===== src/tic_defines.vh =====
/*
  Constants of the timer interrupt and clock control slice: register byte
  offsets, field positions, reset values and count mode codes.
  Assumes inclusion by bare name from each design file of the slice that uses it.
*/
`ifndef TIC_DEFINES_VH
`define TIC_DEFINES_VH

////////////////////////////////////////////////////////////////////////////////
// register byte offsets
`define TIC_OFS_CLKCTL     12'h000
`define TIC_OFS_CNTCTL     12'h004
`define TIC_OFS_MAX        12'h008
`define TIC_OFS_CNTVAL     12'h00C
`define TIC_OFS_INTF       12'h010
`define TIC_OFS_INTEN      12'h014
`define TIC_OFS_CHMODE     12'h018
`define TIC_CCR_BASE       12'h020
`define TIC_CCR_IDX_MASK   12'h01C

////////////////////////////////////////////////////////////////////////////////
// field positions
`define TIC_CLK_DEBUG_RUN_BIT  8
`define TIC_CLK_DIV_HI     7
`define TIC_CLK_DIV_LO     4
`define TIC_CLK_SRC_HI     2
`define TIC_CLK_SRC_LO     0
`define TIC_CTL_RUN_BIT    0
`define TIC_CTL_PRESET_BIT 1
`define TIC_CTL_MODE_HI    5
`define TIC_CTL_MODE_LO    4
`define TIC_IF_MAX_BIT     0
`define TIC_IF_ZERO_BIT    1
`define TIC_IF_CMPCAP_LSB  2

////////////////////////////////////////////////////////////////////////////////
// reset values and codes
`define TIC_MAX_RST        16'hffff
`define TIC_ZERO16         16'h0000
`define TIC_ONE16          16'h0001
`define TIC_RDATA_RST      32'h0000_0000
`define TIC_MODE_UP        2'h0
`define TIC_MODE_DOWN      2'h1
`define TIC_MODE_UPDN      2'h2

`endif


===== src/tic_timer_ctl.v =====
/*
  One timer channel slice: APB register file, clock control with debug
  run, up/down counter, compare/capture channels and interrupt flags.
  Assumes an APB master on pclk, capture triggers already synchronous to
  pclk, and a clock gate downstream that obeys clk_supply.
*/
// Implementation choices: the register addresses and register access over APB.
`timescale 1ns/10ps
`default_nettype none
`include "tic_defines.vh"

module tic_timer_ctl #(
  parameter NCH = 2,
  parameter CW  = 16
) (
  // clock and reset
  input  wire           pclk,
  input  wire           presetn,
  // apb slave
  input  wire           psel,
  input  wire           penable,
  input  wire           pwrite,
  input  wire [11:0]    paddr,
  input  wire [31:0]    pwdata,
  output reg  [31:0]    prdata,
  output wire           pready,
  output wire           pslverr,
  // system and capture inputs
  input  wire           debug_mode,
  input  wire [NCH-1:0] capture_trig,
  // clock control outputs
  output wire           clk_supply,
  output wire [3:0]     clock_divide_select,
  output wire [2:0]     clock_source_select,
  // counter and channel outputs
  output wire [CW-1:0]  counter_value,
  output reg  [NCH-1:0] match_pulse_r,
  // interrupt request
  output wire           irq
);

  localparam NF = 2 + 2 * NCH;
  localparam CAPOW_LSB = `TIC_IF_CMPCAP_LSB + NCH;
  localparam [3:0] NCH_W = NCH[3:0];

  ////////////////////////////////////////////////////////////////////////////
  // apb decode

  wire        setup_ph = psel && !penable;
  wire        access   = psel && penable;
  wire        wr_acc   = access && pwrite;
  wire [2:0]  ccr_idx  = paddr[4:2];

  wire hit_clk   = (paddr == `TIC_OFS_CLKCTL);
  wire hit_ctl   = (paddr == `TIC_OFS_CNTCTL);
  wire hit_max   = (paddr == `TIC_OFS_MAX);
  wire hit_cnt   = (paddr == `TIC_OFS_CNTVAL);
  wire hit_intf  = (paddr == `TIC_OFS_INTF);
  wire hit_inten = (paddr == `TIC_OFS_INTEN);
  wire hit_mode  = (paddr == `TIC_OFS_CHMODE);
  wire hit_ccr   = ((paddr & ~`TIC_CCR_IDX_MASK) == `TIC_CCR_BASE)
                   && ({1'b0, ccr_idx} < NCH_W);
  wire hit_any   = hit_clk | hit_ctl | hit_max | hit_cnt | hit_intf
                   | hit_inten | hit_mode | hit_ccr;

  // zero wait states; prdata is loaded during setup
  assign pready  = 1'b1;
  assign pslverr = access && !hit_any;

  ////////////////////////////////////////////////////////////////////////////
  // clock control register

  reg       debug_run_r;
  reg [3:0] clock_divide_select_r;
  reg [2:0] clock_source_select_r;

  always @(posedge pclk or negedge presetn)
  begin
    if (!presetn)
    begin
      debug_run_r <= 1'b0;
      clock_divide_select_r    <= 4'h0;
      clock_source_select_r    <= 3'h0;
    end
    else if (wr_acc && hit_clk)
    begin
      debug_run_r <= pwdata[`TIC_CLK_DEBUG_RUN_BIT];
      clock_divide_select_r    <= pwdata[`TIC_CLK_DIV_HI:`TIC_CLK_DIV_LO];
      clock_source_select_r    <= pwdata[`TIC_CLK_SRC_HI:`TIC_CLK_SRC_LO];
    end
  end

  // debug halts the channel unless software asked it to keep running
  assign clk_supply          = !debug_mode || debug_run_r;
  assign clock_divide_select = clock_divide_select_r;
  assign clock_source_select = clock_source_select_r;

  ////////////////////////////////////////////////////////////////////////////
  // counter control, max value, channel modes

  reg          run_r;
  reg [1:0]    cntmd_r;
  reg          preset_r;
  reg [CW-1:0] max_r;
  reg [NCH-1:0] capmode_r;
  reg [NF-1:0]  inten_r;

  always @(posedge pclk or negedge presetn)
  begin
    if (!presetn)
    begin
      run_r     <= 1'b0;
      cntmd_r   <= `TIC_MODE_UP;
      preset_r  <= 1'b0;
      max_r     <= `TIC_MAX_RST;
      capmode_r <= {NCH{1'b0}};
      inten_r   <= {NF{1'b0}};
    end
    else
    begin
      preset_r <= wr_acc && hit_ctl && pwdata[`TIC_CTL_PRESET_BIT];
      if (wr_acc && hit_ctl)
      begin
        run_r   <= pwdata[`TIC_CTL_RUN_BIT];
        cntmd_r <= pwdata[`TIC_CTL_MODE_HI:`TIC_CTL_MODE_LO];
      end
      if (wr_acc && hit_max)
        max_r <= pwdata[CW-1:0];
      if (wr_acc && hit_mode)
        capmode_r <= pwdata[NCH-1:0];
      if (wr_acc && hit_inten)
        inten_r <= pwdata[NF-1:0];
    end
  end

  ////////////////////////////////////////////////////////////////////////////
  // counter core

  // counting also pauses while the operating clock is withheld
  wire         tick = run_r && clk_supply;
  wire [CW-1:0] cnt_nxt;
  wire         max_hit;
  wire         zero_hit;

  tic_updown_counter #(
    .CW (CW)
  ) u_cnt (
    .pclk       (pclk),
    .presetn    (presetn),
    .tick       (tick),
    .preset     (preset_r),
    .mode       (cntmd_r),
    .max_val    (max_r),
    .cnt_r      (counter_value),
    .cnt_nxt    (cnt_nxt),
    .max_hit_r  (max_hit),
    .zero_hit_r (zero_hit)
  );

  ////////////////////////////////////////////////////////////////////////////
  // compare/capture channels

  wire [NF-1:0]     flag_q;
  wire [NCH-1:0]    cap_evt;
  wire [NCH-1:0]    cmpcap_q = flag_q[`TIC_IF_CMPCAP_LSB +: NCH];
  wire [NCH-1:0]    match_nxt;
  wire [NCH*CW-1:0] ccr_flat;

  genvar gc;
  generate
    for (gc = 0; gc < NCH; gc = gc + 1)
    begin : g_ch
      reg [CW-1:0] ccr_r;

      // capture is gated by the same clock supply as counting
      assign cap_evt[gc] = capture_trig[gc] && capmode_r[gc] && clk_supply;
      assign match_nxt[gc] = tick && !preset_r && !capmode_r[gc]
                             && (cnt_nxt == ccr_r);
      assign ccr_flat[gc*CW +: CW] = ccr_r;

      always @(posedge pclk or negedge presetn)
      begin
        if (!presetn)
          ccr_r <= {CW{1'b0}};
        else if (cap_evt[gc])
          ccr_r <= counter_value;
        else if (wr_acc && hit_ccr && (ccr_idx == gc) && !capmode_r[gc])
          ccr_r <= pwdata[CW-1:0];
      end
    end
  endgenerate

  // one process owns the whole pulse vector
  always @(posedge pclk or negedge presetn)
  begin
    if (!presetn)
      match_pulse_r <= {NCH{1'b0}};
    else
      match_pulse_r <= match_nxt;
  end

  ////////////////////////////////////////////////////////////////////////////
  // interrupt flags

  wire [NF-1:0] set_evt;
  wire [NF-1:0] clr_w1c = (wr_acc && hit_intf) ? pwdata[NF-1:0] : {NF{1'b0}};

  assign set_evt[`TIC_IF_MAX_BIT]                 = max_hit;
  assign set_evt[`TIC_IF_ZERO_BIT]                = zero_hit;
  assign set_evt[`TIC_IF_CMPCAP_LSB +: NCH]       = match_pulse_r | cap_evt;
  // overwrite sees the flag as it stood before this capture
  assign set_evt[CAPOW_LSB +: NCH]                = cap_evt & cmpcap_q;

  tic_flags #(
    .NF (NF)
  ) u_flags (
    .pclk    (pclk),
    .presetn (presetn),
    .set_evt (set_evt),
    .clr_w1c (clr_w1c),
    .flag_q  (flag_q)
  );

  assign irq = |(flag_q & inten_r);

  ////////////////////////////////////////////////////////////////////////////
  // read data

  reg [31:0] rd_data;

  always @*
  begin
    rd_data = `TIC_RDATA_RST;
    if (hit_clk)
    begin
      rd_data[`TIC_CLK_DEBUG_RUN_BIT]                = debug_run_r;
      rd_data[`TIC_CLK_DIV_HI:`TIC_CLK_DIV_LO]  = clock_divide_select_r;
      rd_data[`TIC_CLK_SRC_HI:`TIC_CLK_SRC_LO]  = clock_source_select_r;
    end
    else if (hit_ctl)
    begin
      rd_data[`TIC_CTL_RUN_BIT]                  = run_r;
      rd_data[`TIC_CTL_PRESET_BIT]               = preset_r;
      rd_data[`TIC_CTL_MODE_HI:`TIC_CTL_MODE_LO] = cntmd_r;
    end
    else if (hit_max)
      rd_data[CW-1:0] = max_r;
    else if (hit_cnt)
      rd_data[CW-1:0] = counter_value;
    else if (hit_intf)
      rd_data[NF-1:0] = flag_q;
    else if (hit_inten)
      rd_data[NF-1:0] = inten_r;
    else if (hit_mode)
      rd_data[NCH-1:0] = capmode_r;
    else if (hit_ccr)
      rd_data[CW-1:0] = ccr_flat[ccr_idx*CW +: CW];
    else
      rd_data = `TIC_RDATA_RST;
  end

  // snapshot at setup; access phase completes with it at once
  always @(posedge pclk or negedge presetn)
  begin
    if (!presetn)
      prdata <= `TIC_RDATA_RST;
    else if (setup_ph && !pwrite)
      prdata <= rd_data;
  end

endmodule // tic_timer_ctl

`default_nettype wire


===== src/tic_flags.v =====
/*
  Sticky interrupt flags, one cell per bit, write-1-to-clear.
  Assumes set and clear pulses synchronous to pclk.
*/
`timescale 1ns/10ps
`default_nettype none

module tic_flags #(
  parameter NF = 6
) (
  // clock and reset
  input  wire          pclk,
  input  wire          presetn,
  // events and software clear
  input  wire [NF-1:0] set_evt,
  input  wire [NF-1:0] clr_w1c,
  // flag state
  output wire [NF-1:0] flag_q
);

  genvar gi;
  generate
    for (gi = 0; gi < NF; gi = gi + 1)
    begin : g_flag
      reg flag_r;
      always @(posedge pclk or negedge presetn)
      begin
        if (!presetn)
          flag_r <= 1'b0;
        else if (set_evt[gi])
          flag_r <= 1'b1;
        else if (clr_w1c[gi])
          flag_r <= 1'b0;
      end
      assign flag_q[gi] = flag_r;
    end
  endgenerate

endmodule // tic_flags

`default_nettype wire


===== src/tic_updown_counter.v =====
/*
  Repeat up, down and up/down counter with MAX and zero event pulses.
  Assumes tick is a count-enable level and preset a single-cycle strobe in the pclk domain.
*/
`timescale 1ns/10ps
`default_nettype none
`include "tic_defines.vh"

module tic_updown_counter #(
  parameter CW = 16
) (
  // clock and reset
  input  wire          pclk,
  input  wire          presetn,
  // control
  input  wire          tick,
  input  wire          preset,
  input  wire [1:0]    mode,
  input  wire [CW-1:0] max_val,
  // state and events
  output reg  [CW-1:0] cnt_r,
  output reg  [CW-1:0] cnt_nxt,
  output reg           max_hit_r,
  output reg           zero_hit_r
);

  localparam [CW-1:0] ZERO = {CW{1'b0}};
  localparam [CW-1:0] ONE  = {{(CW-1){1'b0}}, 1'b1};

  reg dir_up_r;
  reg dir_up_nxt;

  always @*
  begin
    cnt_nxt    = cnt_r;
    dir_up_nxt = dir_up_r;
    if (preset)
    begin
      cnt_nxt    = (mode == `TIC_MODE_DOWN) ? max_val : ZERO;
      dir_up_nxt = 1'b1;
    end
    else if (tick)
    begin
      case (mode)
        `TIC_MODE_UP:   cnt_nxt = (cnt_r == max_val) ? ZERO : cnt_r + ONE;
        `TIC_MODE_DOWN: cnt_nxt = (cnt_r == ZERO) ? max_val : cnt_r - ONE;
        `TIC_MODE_UPDN:
        begin
          // turn at both ends, never wrap unless max_val is zero
          if (dir_up_r && (cnt_r >= max_val))
          begin
            cnt_nxt    = cnt_r - ONE;
            dir_up_nxt = 1'b0;
          end
          else if (!dir_up_r && (cnt_r == ZERO))
          begin
            cnt_nxt    = cnt_r + ONE;
            dir_up_nxt = 1'b1;
          end
          else if (dir_up_r)
            cnt_nxt = cnt_r + ONE;
          else
            cnt_nxt = cnt_r - ONE;
        end
        default: cnt_nxt = cnt_r;
      endcase
    end
  end

  always @(posedge pclk or negedge presetn)
  begin
    if (!presetn)
    begin
      cnt_r      <= ZERO;
      dir_up_r   <= 1'b1;
      max_hit_r  <= 1'b0;
      zero_hit_r <= 1'b0;
    end
    else
    begin
      cnt_r      <= cnt_nxt;
      dir_up_r   <= dir_up_nxt;
      max_hit_r  <= tick && !preset && (cnt_nxt == max_val);
      zero_hit_r <= tick && !preset && (cnt_nxt == ZERO);
    end
  end

endmodule // tic_updown_counter

`default_nettype wire


===== config.mk =====
export PLATFORM = sky130hd
export DESIGN_NAME = tic_timer_ctl
export DESIGN_NICKNAME = d
export VERILOG_FILES = /design/src/tic_timer_ctl.v /design/src/tic_flags.v /design/src/tic_updown_counter.v
export VERILOG_INCLUDE_DIRS = /design/src
export SDC_FILE = /design/constraint.sdc
export NUM_CORES = 1
export LEC_CHECK = 0
export ABC_CLOCK_PERIOD_IN_PS = 5200
export BUFFER_PORTS_ARGS = -buffer_cell sky130_fd_sc_hd__buf_2
export CAP_MARGIN = 20
export CORE_MARGIN = 10
export CORE_UTILIZATION = 48
export CTS_CLUSTER_DIAMETER = 50
export CTS_CLUSTER_SIZE = 28
export DETAILED_ROUTE_END_ITERATION = 8
export GPL_TIMING_DRIVEN = 0
export HOLD_SLACK_MARGIN = 0.03
export PLACE_DENSITY = 0.64
export SYNTH_ARGS = -nofsm -noshare
export SYNTH_HDL_FRONTEND = slang
export SYNTH_SLANG_ARGS = --single-unit

===== constraint.sdc =====
create_clock -name pclk -period 5.2 [get_ports pclk]
set_clock_uncertainty 0.1 [all_clocks]
set_input_delay 0.26 -clock pclk [delete_from_list [all_inputs] [get_ports pclk]]
set_output_delay 0.26 -clock pclk [all_outputs]
set_load 0.05 [all_outputs]

Word-level counts from Yosys, hierarchy flattened
Cells that the tools add are included.

Register bits after elaboration: 127. Bits of input ports: 52. Output and inout port bits: 61.

$add $sub $neg: 2. Magnitude comparators: 2. Equality and inequality tests: 14. Shifts and indexed selects: 1. Mux-type cells: 63. Bitwise logic cells: 10. Reduce and logical (&&, ||, !) cells: 59.

Operator list (number): 16-bit 2-to-1 mux (24); 30-bit 2-to-1 mux (6); 26-bit 2-to-1 mux (3); 16-bit == test (4); 16-bit case mux with 3 select lines (1); 12-bit by 5-bit == test with 1-bit output (second input constant) (3); 1-bit logical AND (32); 16-bit zero test (2); 32-bit by 8-bit indexed part select with 16-bit output (1); 12-bit by 4-bit == test with 1-bit output (second input constant) (2); 23-bit 2-to-1 mux (1); 2-bit nonzero test (10); 1-bit 2-to-1 mux (18); 6-bit 2-to-1 mux (3); 16-bit by 1-bit adder with 16-bit output (second input constant) (1); 16-bit >= comparator (1); 16-bit by 1-bit subtractor with 16-bit output (second input constant) (1); 14-bit 2-to-1 mux (1); 12-bit by 3-bit == test with 1-bit output (second input constant) (1); 12-bit zero test (1); 9-bit by 3-bit == test with 1-bit output (second input constant) (1); 1-bit zero test (8); 2-bit 2-to-1 mux (4); 1-bit bitwise OR (7); other kinds (15) (15).

Logic depth before layout (Yosys ltp)
Gate-level depths: netlist of run 1.

Depth after elaboration: 23. Depth in mapped cells: 15. Depth with buffers taken out: 12.

Modules after synthesis
A second synthesis of run 1 with hierarchy kept.

Cells, all modules: 1035. Area total of the unflattened synthesis: 9073.7 µm².

Modules (own cells, without submodules): tic_timer_ctl (instances 1, cells each 520, area each 5177.5 µm², sequential area each 2172.1 µm²); tic_updown_counter (instances 1, cells each 491, area each 3633.5 µm², sequential area each 476.7 µm²); tic_flags (instances 1, cells each 24, area each 262.8 µm², sequential area each 150.1 µm²).

Worst setup path before layout of run 1
OpenSTA, ideal clock, no wires.

Path type: register to register. Start point: register u_cnt.cnt_r[0]. End point: register u_cnt.max_hit_r. Setup time: 101 ps. Arrival time: 4203 ps. Required time: 4999 ps. Path slack: 796 ps. Cell stages (with the launch flop): 14. Period minus slack after synthesis: 4404 ps. Cells stage by stage: dfrtp_1 -> clkbuf_1 -> inv_1 -> ha_1 -> nand2b_1 -> a2111o_1 -> a311oi_1 -> o2111ai_1 -> and2_1 -> o221ai_1 -> xnor2_1 -> a21oi_1 -> or4_1 -> nor4_1.

Cells in the longest elaborated chain, start to end: 9. Elaborated cells between the ends (all ways): 17. Those cells by class: add/sub (2); order compare (1); eq/ne (2); mux (8); reduce/logical (4).

Ends and longest elaborated chain: start: declaration (line tic_updown_counter.v:21) `output reg [CW-1:0] cnt_r,`; start signal: assignment (line tic_updown_counter.v:81) `cnt_r <= cnt_nxt;`; 16-bit by 1-bit subtractor with 16-bit output, or another cell as far along (line tic_updown_counter.v:46, tic_updown_counter.v:52, tic_updown_counter.v:63); 16-bit 2-to-1 mux or 1-bit logical AND (tied branches) (line tic_updown_counter.v:60, tic_updown_counter.v:55); 16-bit 2-to-1 mux (line tic_updown_counter.v:55) `else if (!dir_up_r && (cnt_r == ZERO))`; 16-bit 2-to-1 mux (line tic_updown_counter.v:50) `if (dir_up_r && (cnt_r >= max_val))`; 16-bit case mux with 3 select lines (line tic_updown_counter.v:44) `case (mode)`; 16-bit 2-to-1 mux * (line tic_updown_counter.v:42) `else if (tick)`; 16-bit 2-to-1 mux * (line tic_updown_counter.v:37) `if (preset)`; 16-bit == test * (line tic_updown_counter.v:83) `max_hit_r <= tick && !preset && (cnt_nxt == max_val);`; 1-bit logical AND * (line tic_updown_counter.v:83); end signal: assignment (line tic_updown_counter.v:83); end: declaration (line tic_updown_counter.v:23) `output reg max_hit_r,`.

Every way passes the cells marked *; elsewhere a longest branch is shown, timed or not. A chain may end at the register's enable or synchronous reset.

Worst setup path after layout of run 1
Start point: register cntmd_r[1]. End point: register match_pulse_r[1].

Cells in the longest elaborated chain, start to end: 6. Elaborated cells between the ends (all ways): 9. Those cells by class: eq/ne (3); mux (4); reduce/logical (2).

Ends and longest elaborated chain: start: declaration (line tic_timer_ctl.v:102) `reg [1:0] cntmd_r;`; start signal: assignment (line tic_timer_ctl.v:113) `` cntmd_r <= `TIC_MODE_UP; ``; start signal: assignment (line tic_timer_ctl.v:125) `` cntmd_r <= pwdata[`TIC_CTL_MODE_HI:`TIC_CTL_MODE_LO]; ``; 2-bit == test, or another cell as far along (line tic_updown_counter.v:44); 16-bit case mux with 3 select lines (line tic_updown_counter.v:44); 16-bit 2-to-1 mux (line tic_updown_counter.v:42); 16-bit 2-to-1 mux * (line tic_updown_counter.v:37); 16-bit == test * (line tic_timer_ctl.v:178) `&& (cnt_nxt == ccr_r);`; 1-bit logical AND * (line tic_timer_ctl.v:178); named net match_nxt[1] (line tic_timer_ctl.v:166) `wire [NCH-1:0] match_nxt;`; end signal: assignment (line tic_timer_ctl.v:197) `match_pulse_r <= {NCH{1'b0}};`; end signal: assignment (line tic_timer_ctl.v:199) `match_pulse_r <= match_nxt;`; end: declaration (line tic_timer_ctl.v:37) `output reg [NCH-1:0] match_pulse_r,`.

Mark *: on every way through the listed nets, which the timed path passes. The rest lies on a longest branch.

==> results of run 1 <==
routing by layer:
metal  track usage  up-vias  wire [microns]
li1              -     4099               -
met1         0.402     4583           15500
met2         0.469      630           16900
met3        0.0946      123            4400
met4         0.138        2            1800
met5             0        -              13
cell families (layout without fill, tap and decap cells):
logic type,after synthesis,after routing,synth area share
compound gates,307,307,0.241
xor+xnor,52,52,0.0527
fa+ha+maj,19,19,0.0275
buf+inv,117,217,0.0601
flops,111,111,0.324
mux,65,65,0.0801
other cells,2,18,0.000869
simple gates,377,377,0.214
cell type report:
| cell class | instances | area (sq um) |
|---|---|---|
| multi-input combinational | 837 | 5480 |
| clock inverter | 7 | 103 |
| fill | 1719 | 7950 |
| antenna | 1 | 2.50 |
| buffer | 89 | 415 |
| sequential | 111 | 2800 |
| timing repair buffer | 86 | 484 |
| tap | 229 | 287 |
| clock buffer | 9 | 225 |
| inverter | 26 | 97.6 |
cell usage after synthesis (all sizes together), types with 4 or more instances:
cell,instances,area (sq um)
a31oi,8,50.1
nand3,24,120
inv,25,93.8
nor2b,5,31.3
o31ai,18,135
nand2,107,402
a21o,7,52.6
xnor2,26,228
ha,19,238
o2111ai,5,43.8
dfrtp,94,2350
or3,9,56.3
mux2,23,259
nor2,97,367
a21boi,4,30.0
o221ai,6,52.6
nand4,16,100
clkbuf,65,244
a221o,5,50.1
and3,12,75.1
nor4,21,144
a22o,9,78.8
a22oi,17,128
a32oi,4,35.0
or2,5,31.3
or4,8,67.6
a211o,5,43.8
nor3,35,175
o21ai,78,390
and2,12,75.1
o21a,4,30.0
xor2,26,228
dfstp,17,447
a221oi,14,123
a211oi,11,82.6
a2111oi,7,61.3
a222oi,4,40.0
buf,26,178
mux2i,41,410
a21oi,63,315
nand2b,10,62.6
o211ai,8,60.1
how the worst max path moves through the flow:
stage,endpoint,slack [ns],cells past startpoint
floorplan,u_cnt.max_hit_r,0.80,13
global placement,match_pulse_r[0],-1.18,13
detailed placement,match_pulse_r[0],-0.82,13
CTS,match_pulse_r[0],0.02,13
global route,match_pulse_r[1],0.003,13
finish,match_pulse_r[1],0.07,12
through the flow:
| step | std cells | area, sq um | worst slack [ns] | hold slack, ns | power (mW) |
|---|---|---|---|---|---|
| 2_1_floorplan | 1065 | 8700 | 0.796 | -0.136 | 1.06 |
| 3_3_place_gp | 1372 | 9380 | -1.18 | 0.307 | 1.15 |
| 3_5_place_dp | 1375 | 9430 | -0.819 | 0.0341 | 1.15 |
| 4_1_cts | 1393 | 9850 | 0.0176 | 0.0305 | 1.95 |
| 5_1_grt | 1394 | 9890 | 0.00290 | 0.0342 | 2.00 |
| 6_report | 1395 | 9890 | 0.0661 | 0.0253 | 1.95 |
tightest hold or removal path: stages:
cell,delay (ns)
buf_2,0.12
nand2_1,0.05
o21ai_0,0.07
registers in the layout, indices dropped and copies added (netlist names), 2 cells and up:
register / cells
clock_source_select: 3
clock_divide_select: 4
prdata: 16
max_r: 16
g_ch.ccr_r: 32
u_flags.g_flag.flag_r: 6
u_cnt.cnt_r: 16
cntmd_r: 2
inten_r: 6
capmode_r: 2
match_pulse_r: 2
power breakdown:
part / switching, mW / internal [mW]
Clock: 0.402 / 0.396
Sequential: 0.0365 / 0.884
Combinational: 0.156 / 0.0726
what timing repair did:
action,4_1_cts,5_1_grt
setup buffers,0,2
pin swaps,0,1
endpoints found under the hold margin,26,0
endpoints found under the setup margin,4,4
hold buffers,3,0
gates resized for setup,14,6
==> key figures, run 1 <==
Status
  • Outcome: complete, no violations

Routing
  • Vias: 9437
  • Antenna violation net count after detailed routing: 0
  • Post-Route WL: 38.6 mm
  • Initial DRC Count: 1334
  • Routed len/inst: 27.7 microns
  • Vias per cell: 6.76
  • DRC Markers: 0
  • Drt first pass iters: 6

Synth
  • Post-Syn Instances: 1050
  • Ys async rst share: 1.00
  • Register bit total from synthesis: 111
  • Top FF cell, synth: dfrtp_1
  • Yosys warns: 0
  • Post-synth EDFFs: 0
  • Post-Syn Area: 0.00864 sq mm
  • Distinct cells, synth: 80
  • Syn_area_per_cell: 8.23 sq um
  • Register area share after synthesis: 0.324

Critical path
  • Cell class contributing the biggest share of worst-path delay: buffers and inverters
  • Most common cell on crit path: clkbuf_1
  • Critical path class: reg -> reg
  • CP Launch Type: flip-flop
  • Crit-path max cell delay: 0.56 ns
  • Maximum fanout along the worst path: 10
  • Critical path arrival: 5.25 ns
  • Path depth of the worst reg2reg path: 12
  • Reg2reg setup slack: 0.07 ns
  • Sequence of cells on the critical path: clkbuf_1 > nand2_1 > and3_1 > clkbuf_1 > clkbuf_1 > clkbuf_1 > o221ai_1 > a211oi_1 > nand4_1 > a2111oi_2 > o2111ai_1 > nor4_1
  • Worst reg2reg endpoint: match_pulse_r[1]
  • Critical R2R Launch: cntmd_r[1]
  • Worst Setup SP: cntmd_r[1]
  • Critical path data required time: 5.32 ns
  • Critical Path Sink Type: flip-flop
  • Crit-path slowest cell: clkbuf_1
  • Worst Path Buf+Inv: 4

STA
  • Setup-failing EPs final: 0
  • Unrepaired setup endpoints after global routing: no
  • Hold Violations, Final: 0
  • Fin Setup TNS: 0 ns
  • Fmax: 195 MHz
  • Worst slew pin tran: 0.992 ns
  • Final min period: 5.13 ns
  • Relative slew slack: 0.334
  • Final period util: 0.987
  • Max-slew violation count: 0

Final layout
  • Most frequent cells in the layout: nand2_1 (107), nor2_1 (96), dfrtp_1 (94)
  • Most common cell after layout, fill and taps aside: nand2_1
  • Layout cell share with drive strength beyond 1: 0.166
  • Final #Nets: 1231
  • Fin util: 0.554
  • P&R area growth vs syn: 14.4%

GRT
  • Vias in the first global route: 8967
  • Initial antenna violation count: 2
  • Grt total ovfl: 0
  • First-pass GRT wire length: 57.1 mm
  • Pin count of the biggest net entering global routing: 92
  • Overall Global Routing Usage: 0.311

CTS
  • Root Buffer: clkbuf_16
  • Clk Latency, worst-skew pair: 0.38 ns
  • CTS HTree Levels: 3
  • CTS Sinks: 111
  • CTS buffer count: 9
  • CTS tree: done
  • Clock buffer depth: 2
  • Clk pin slew, worst setup/hold paths: 0.09 ns

Min path
  • Hold Crit Start: pwdata[10]
  • Worst hold path type: in -> reg
  • Worst Hold Depth: 3
  • Hold worst-path end: max_r[10]

Floorplan
  • Num ports: 113
  • Die W: 154 microns
  • Initial core utilization: 0.484
  • Core ar.: 0.0178 sq mm
  • Row count: 49
  • Die area: 0.0238 sq mm
  • Die H: 154 microns

Placed design
  • DPL Wire Length: 30.0 mm
  • Routability Congestion: 1.03
  • # port buffers: 78

Power and ir drop
  • Cell Pwr Density: 197 mW/mm^2
  • IR drop worst, VDD: 0.000186 V
  • Leakage power total: 4.08 nW

Job
  • Maximum Capacitance Violations: 0
(Power assumes the default switching activity.)
==> run 2: changes to the inputs <==
--- a/config.mk
+++ b/config.mk
@@ -17,6 +17,7 @@
 export GPL_TIMING_DRIVEN = 0
 export HOLD_SLACK_MARGIN = 0.03
 export PLACE_DENSITY = 0.64
+export SETUP_SLACK_MARGIN = 0.1
 export SYNTH_ARGS = -nofsm -noshare
 export SYNTH_HDL_FRONTEND = slang
 export SYNTH_SLANG_ARGS = --single-unit
==> key figures, run 2 (synthesis results as in run 1) <==
GRT
  • Overall Global Routing Usage: 0.311 (about the same)
  • Grt total ovfl: 0 (unchanged)
  • First-pass GRT wire length: 57.1 mm (about the same)
  • Pin count of the biggest net entering global routing: 92 (unchanged)
  • Vias in the first global route: 8968 (+0.011%)
  • Initial antenna violation count: 2 (unchanged)

Placed design
  • # port buffers: 78 (unchanged)
  • Routability Congestion: 1.03 (unchanged)
  • Inst Count DP: 1375 (unchanged)
  • DPL Wire Length: 30.0 mm (unchanged)
  • Post-Place Setup Slack: -0.819 ns (unchanged)

Critical path
  • CP Launch Type: flip-flop
  • Worst Setup SP: u_cnt.cnt_r[13]
  • Critical path class: reg -> reg
  • Path depth of the worst reg2reg path: 12 (unchanged)
  • Critical path arrival: 5.13 ns (-0.12 ns)
  • Critical path data required time: 5.35 ns (+0.03 ns)
  • Critical Path Sink Type: flip-flop
  • Critical R2R Launch: u_cnt.cnt_r[13]
  • Maximum fanout along the worst path: 10 (unchanged)

STA
  • Max-slew violation count: 0 (unchanged)
  • Final min period: 4.98 ns (-0.151 ns)
  • Final period util: 0.958 (-0.0290)
  • Hold Violations, Final: 0 (unchanged)
  • Worst slew pin tran: 1.00 ns (+0.00847 ns)
  • Unrepaired setup endpoints after global routing: no
  • Fmax: 201 MHz (+3.0%)
  • Setup ws final: 0.217 ns (+0.151 ns)
  • Relative slew slack: 0.328 (-0.00569)
  • Setup-failing EPs final: 0 (unchanged)
  • Fin Setup TNS: 0 ns (unchanged)

CTS
  • Clk Latency, worst-skew pair: 0.38 ns (about the same)
  • CTS HTree Levels: 3 (unchanged)
  • CTS tree: done
  • Root Buffer: clkbuf_16
  • Clock buffer depth: 2 (unchanged)
  • CTS buffer count: 9 (unchanged)
  • CTS Sinks: 111 (unchanged)
  • Clk pin slew, worst setup/hold paths: 0.09 ns (about the same)

Final layout
  • Most common cell after layout, fill and taps aside: nand2_1
  • Most frequent cells in the layout: nand2_1 (107), nor2_1 (96), dfrtp_1 (94)
  • Non-filler cells, final: 1395 (unchanged)
  • P&R area growth vs syn: 15.1%
  • Largest register FFs: 32 (unchanged)
  • # fillers: 1708 (-0.64%)
  • Layout cell share with drive strength beyond 1: 0.173 (+0.00687)
  • Largest Register: g_ch.ccr_r
  • Final #Nets: 1231 (unchanged)

Routing
  • Drt first pass iters: 7 (+1)
  • Antenna violation net count after detailed routing: 0 (unchanged)
  • Vias: 9441 (+0.042%)
  • DRC Markers: 0 (unchanged)
  • Initial DRC Count: 1203 (-9.8%)
  • Vias per cell: 6.77 (about the same)
  • Routed len/inst: 27.7 microns (about the same)
  • Post-Route WL: 38.6 mm (about the same)

Floorplan
  • Die area: 0.0238 sq mm (unchanged)
  • Die W: 154 microns (unchanged)
  • Core ar.: 0.0178 sq mm (unchanged)
  • Die H: 154 microns (unchanged)
  • Num ports: 113 (unchanged)
  • Initial core utilization: 0.484 (unchanged)
  • Row count: 49 (unchanged)

Power and ir drop
  • Leakage power total: 4.09 nW (+0.31%)
  • Tot Pwr: 1.95 mW (about the same)
  • Cell Pwr Density: 196 mW/mm^2 (-0.65%)
  • IR drop worst, VDD: 0.000186 V (+0.28%)

Job
  • Maximum Capacitance Violations: 0 (unchanged)

Status
  • Outcome: complete, no violations

Min path
  • Hold Crit Start: pwdata[10]
  • Worst hold path type: in -> reg
  • Worst Hold Depth: 3 (unchanged)
## run 2: cell counts in the layout (fill, tap and decap cells not counted)
No cell type changed its count.
## run 2: timing repair
| item | CTS | global route |
|---|---|---|
| endpoints found under the setup margin | 4 | 4 |
| pin swaps | 0 | 1 |
| hold endpoints to repair | 26 | 0 |
| resized for setup | 17 | 14 |
| hold buffers | 3 | 0 |
| buffers inserted | 0 | 2 |
## run 2: routing by layer
layer,vias up,wire length (microns),global-route usage,share of wire
met1,4611,15300,0.403,0.40
li1,4088,-,-,-
met2,627,17000,0.469,0.44
met3,115,4630,0.0943,0.12
met5,-,0,0,0
met4,0,1620,0.138,0.042
## run 2: worst paths after layout
kind,to,slack [ns]
hold / removal,max_r[10],0.03
max in group asynchronous,max_r[9],4.03
setup reg to reg,match_pulse_r[1],0.22
setup / recovery,match_pulse_r[1],0.22
min in group asynchronous,u_cnt.cnt_r[5],0.20
hold reg to reg,u_flags.g_flag[1].flag_r,0.33
## run 2: where the power goes
group | internal (mW) | total [mW] | switching [mW] | leakage, nW
combinational | 0.0727 | 0.229 | 0.156 | 2.57
sequential | 0.884 | 0.921 | 0.0372 | 1.36
clock | 0.396 | 0.796 | 0.400 | 0.160
## run 2: final cells by class
type,instances,area [sq um],share of cell area
Antenna cell,1,2.50,0.000251
Buffer,89,418,0.0420
Clock buffer,9,225,0.0226
Clock inverter,7,103,0.0103
Inverter,26,97.6,0.00981
Multi-Input combinational cell,837,5540,0.556
Sequential cell,111,2800,0.281
Tap cell,229,287,0.0288
Timing Repair Buffer,86,484,0.0487
## run 2: worst max-delay path, stage by stage, from the launching register on
cell and delay [ns]:
dfrtp_1 0.40, clkbuf_1 0.29, or3_1 0.53, nor2_1 0.60, nand2_1 0.23, clkbuf_1 0.34, a21oi_1 0.22, o221ai_1 0.13
a311o_1 0.51, xor2_1 0.24, a221oi_1 0.55, o2111ai_1 0.26, nor4_2 0.45
## run 2: through the flow
step	hold slack (ns)	cell area (sq um)	util
after global placement	0.307	9380	0.526
after detailed placement	0.0341	9430	0.528
after CTS	0.0305	9860	0.553
final	0.0269	9950	0.558
after floorplan	-0.136	8700	-
after global routing	0.0342	9950	0.558
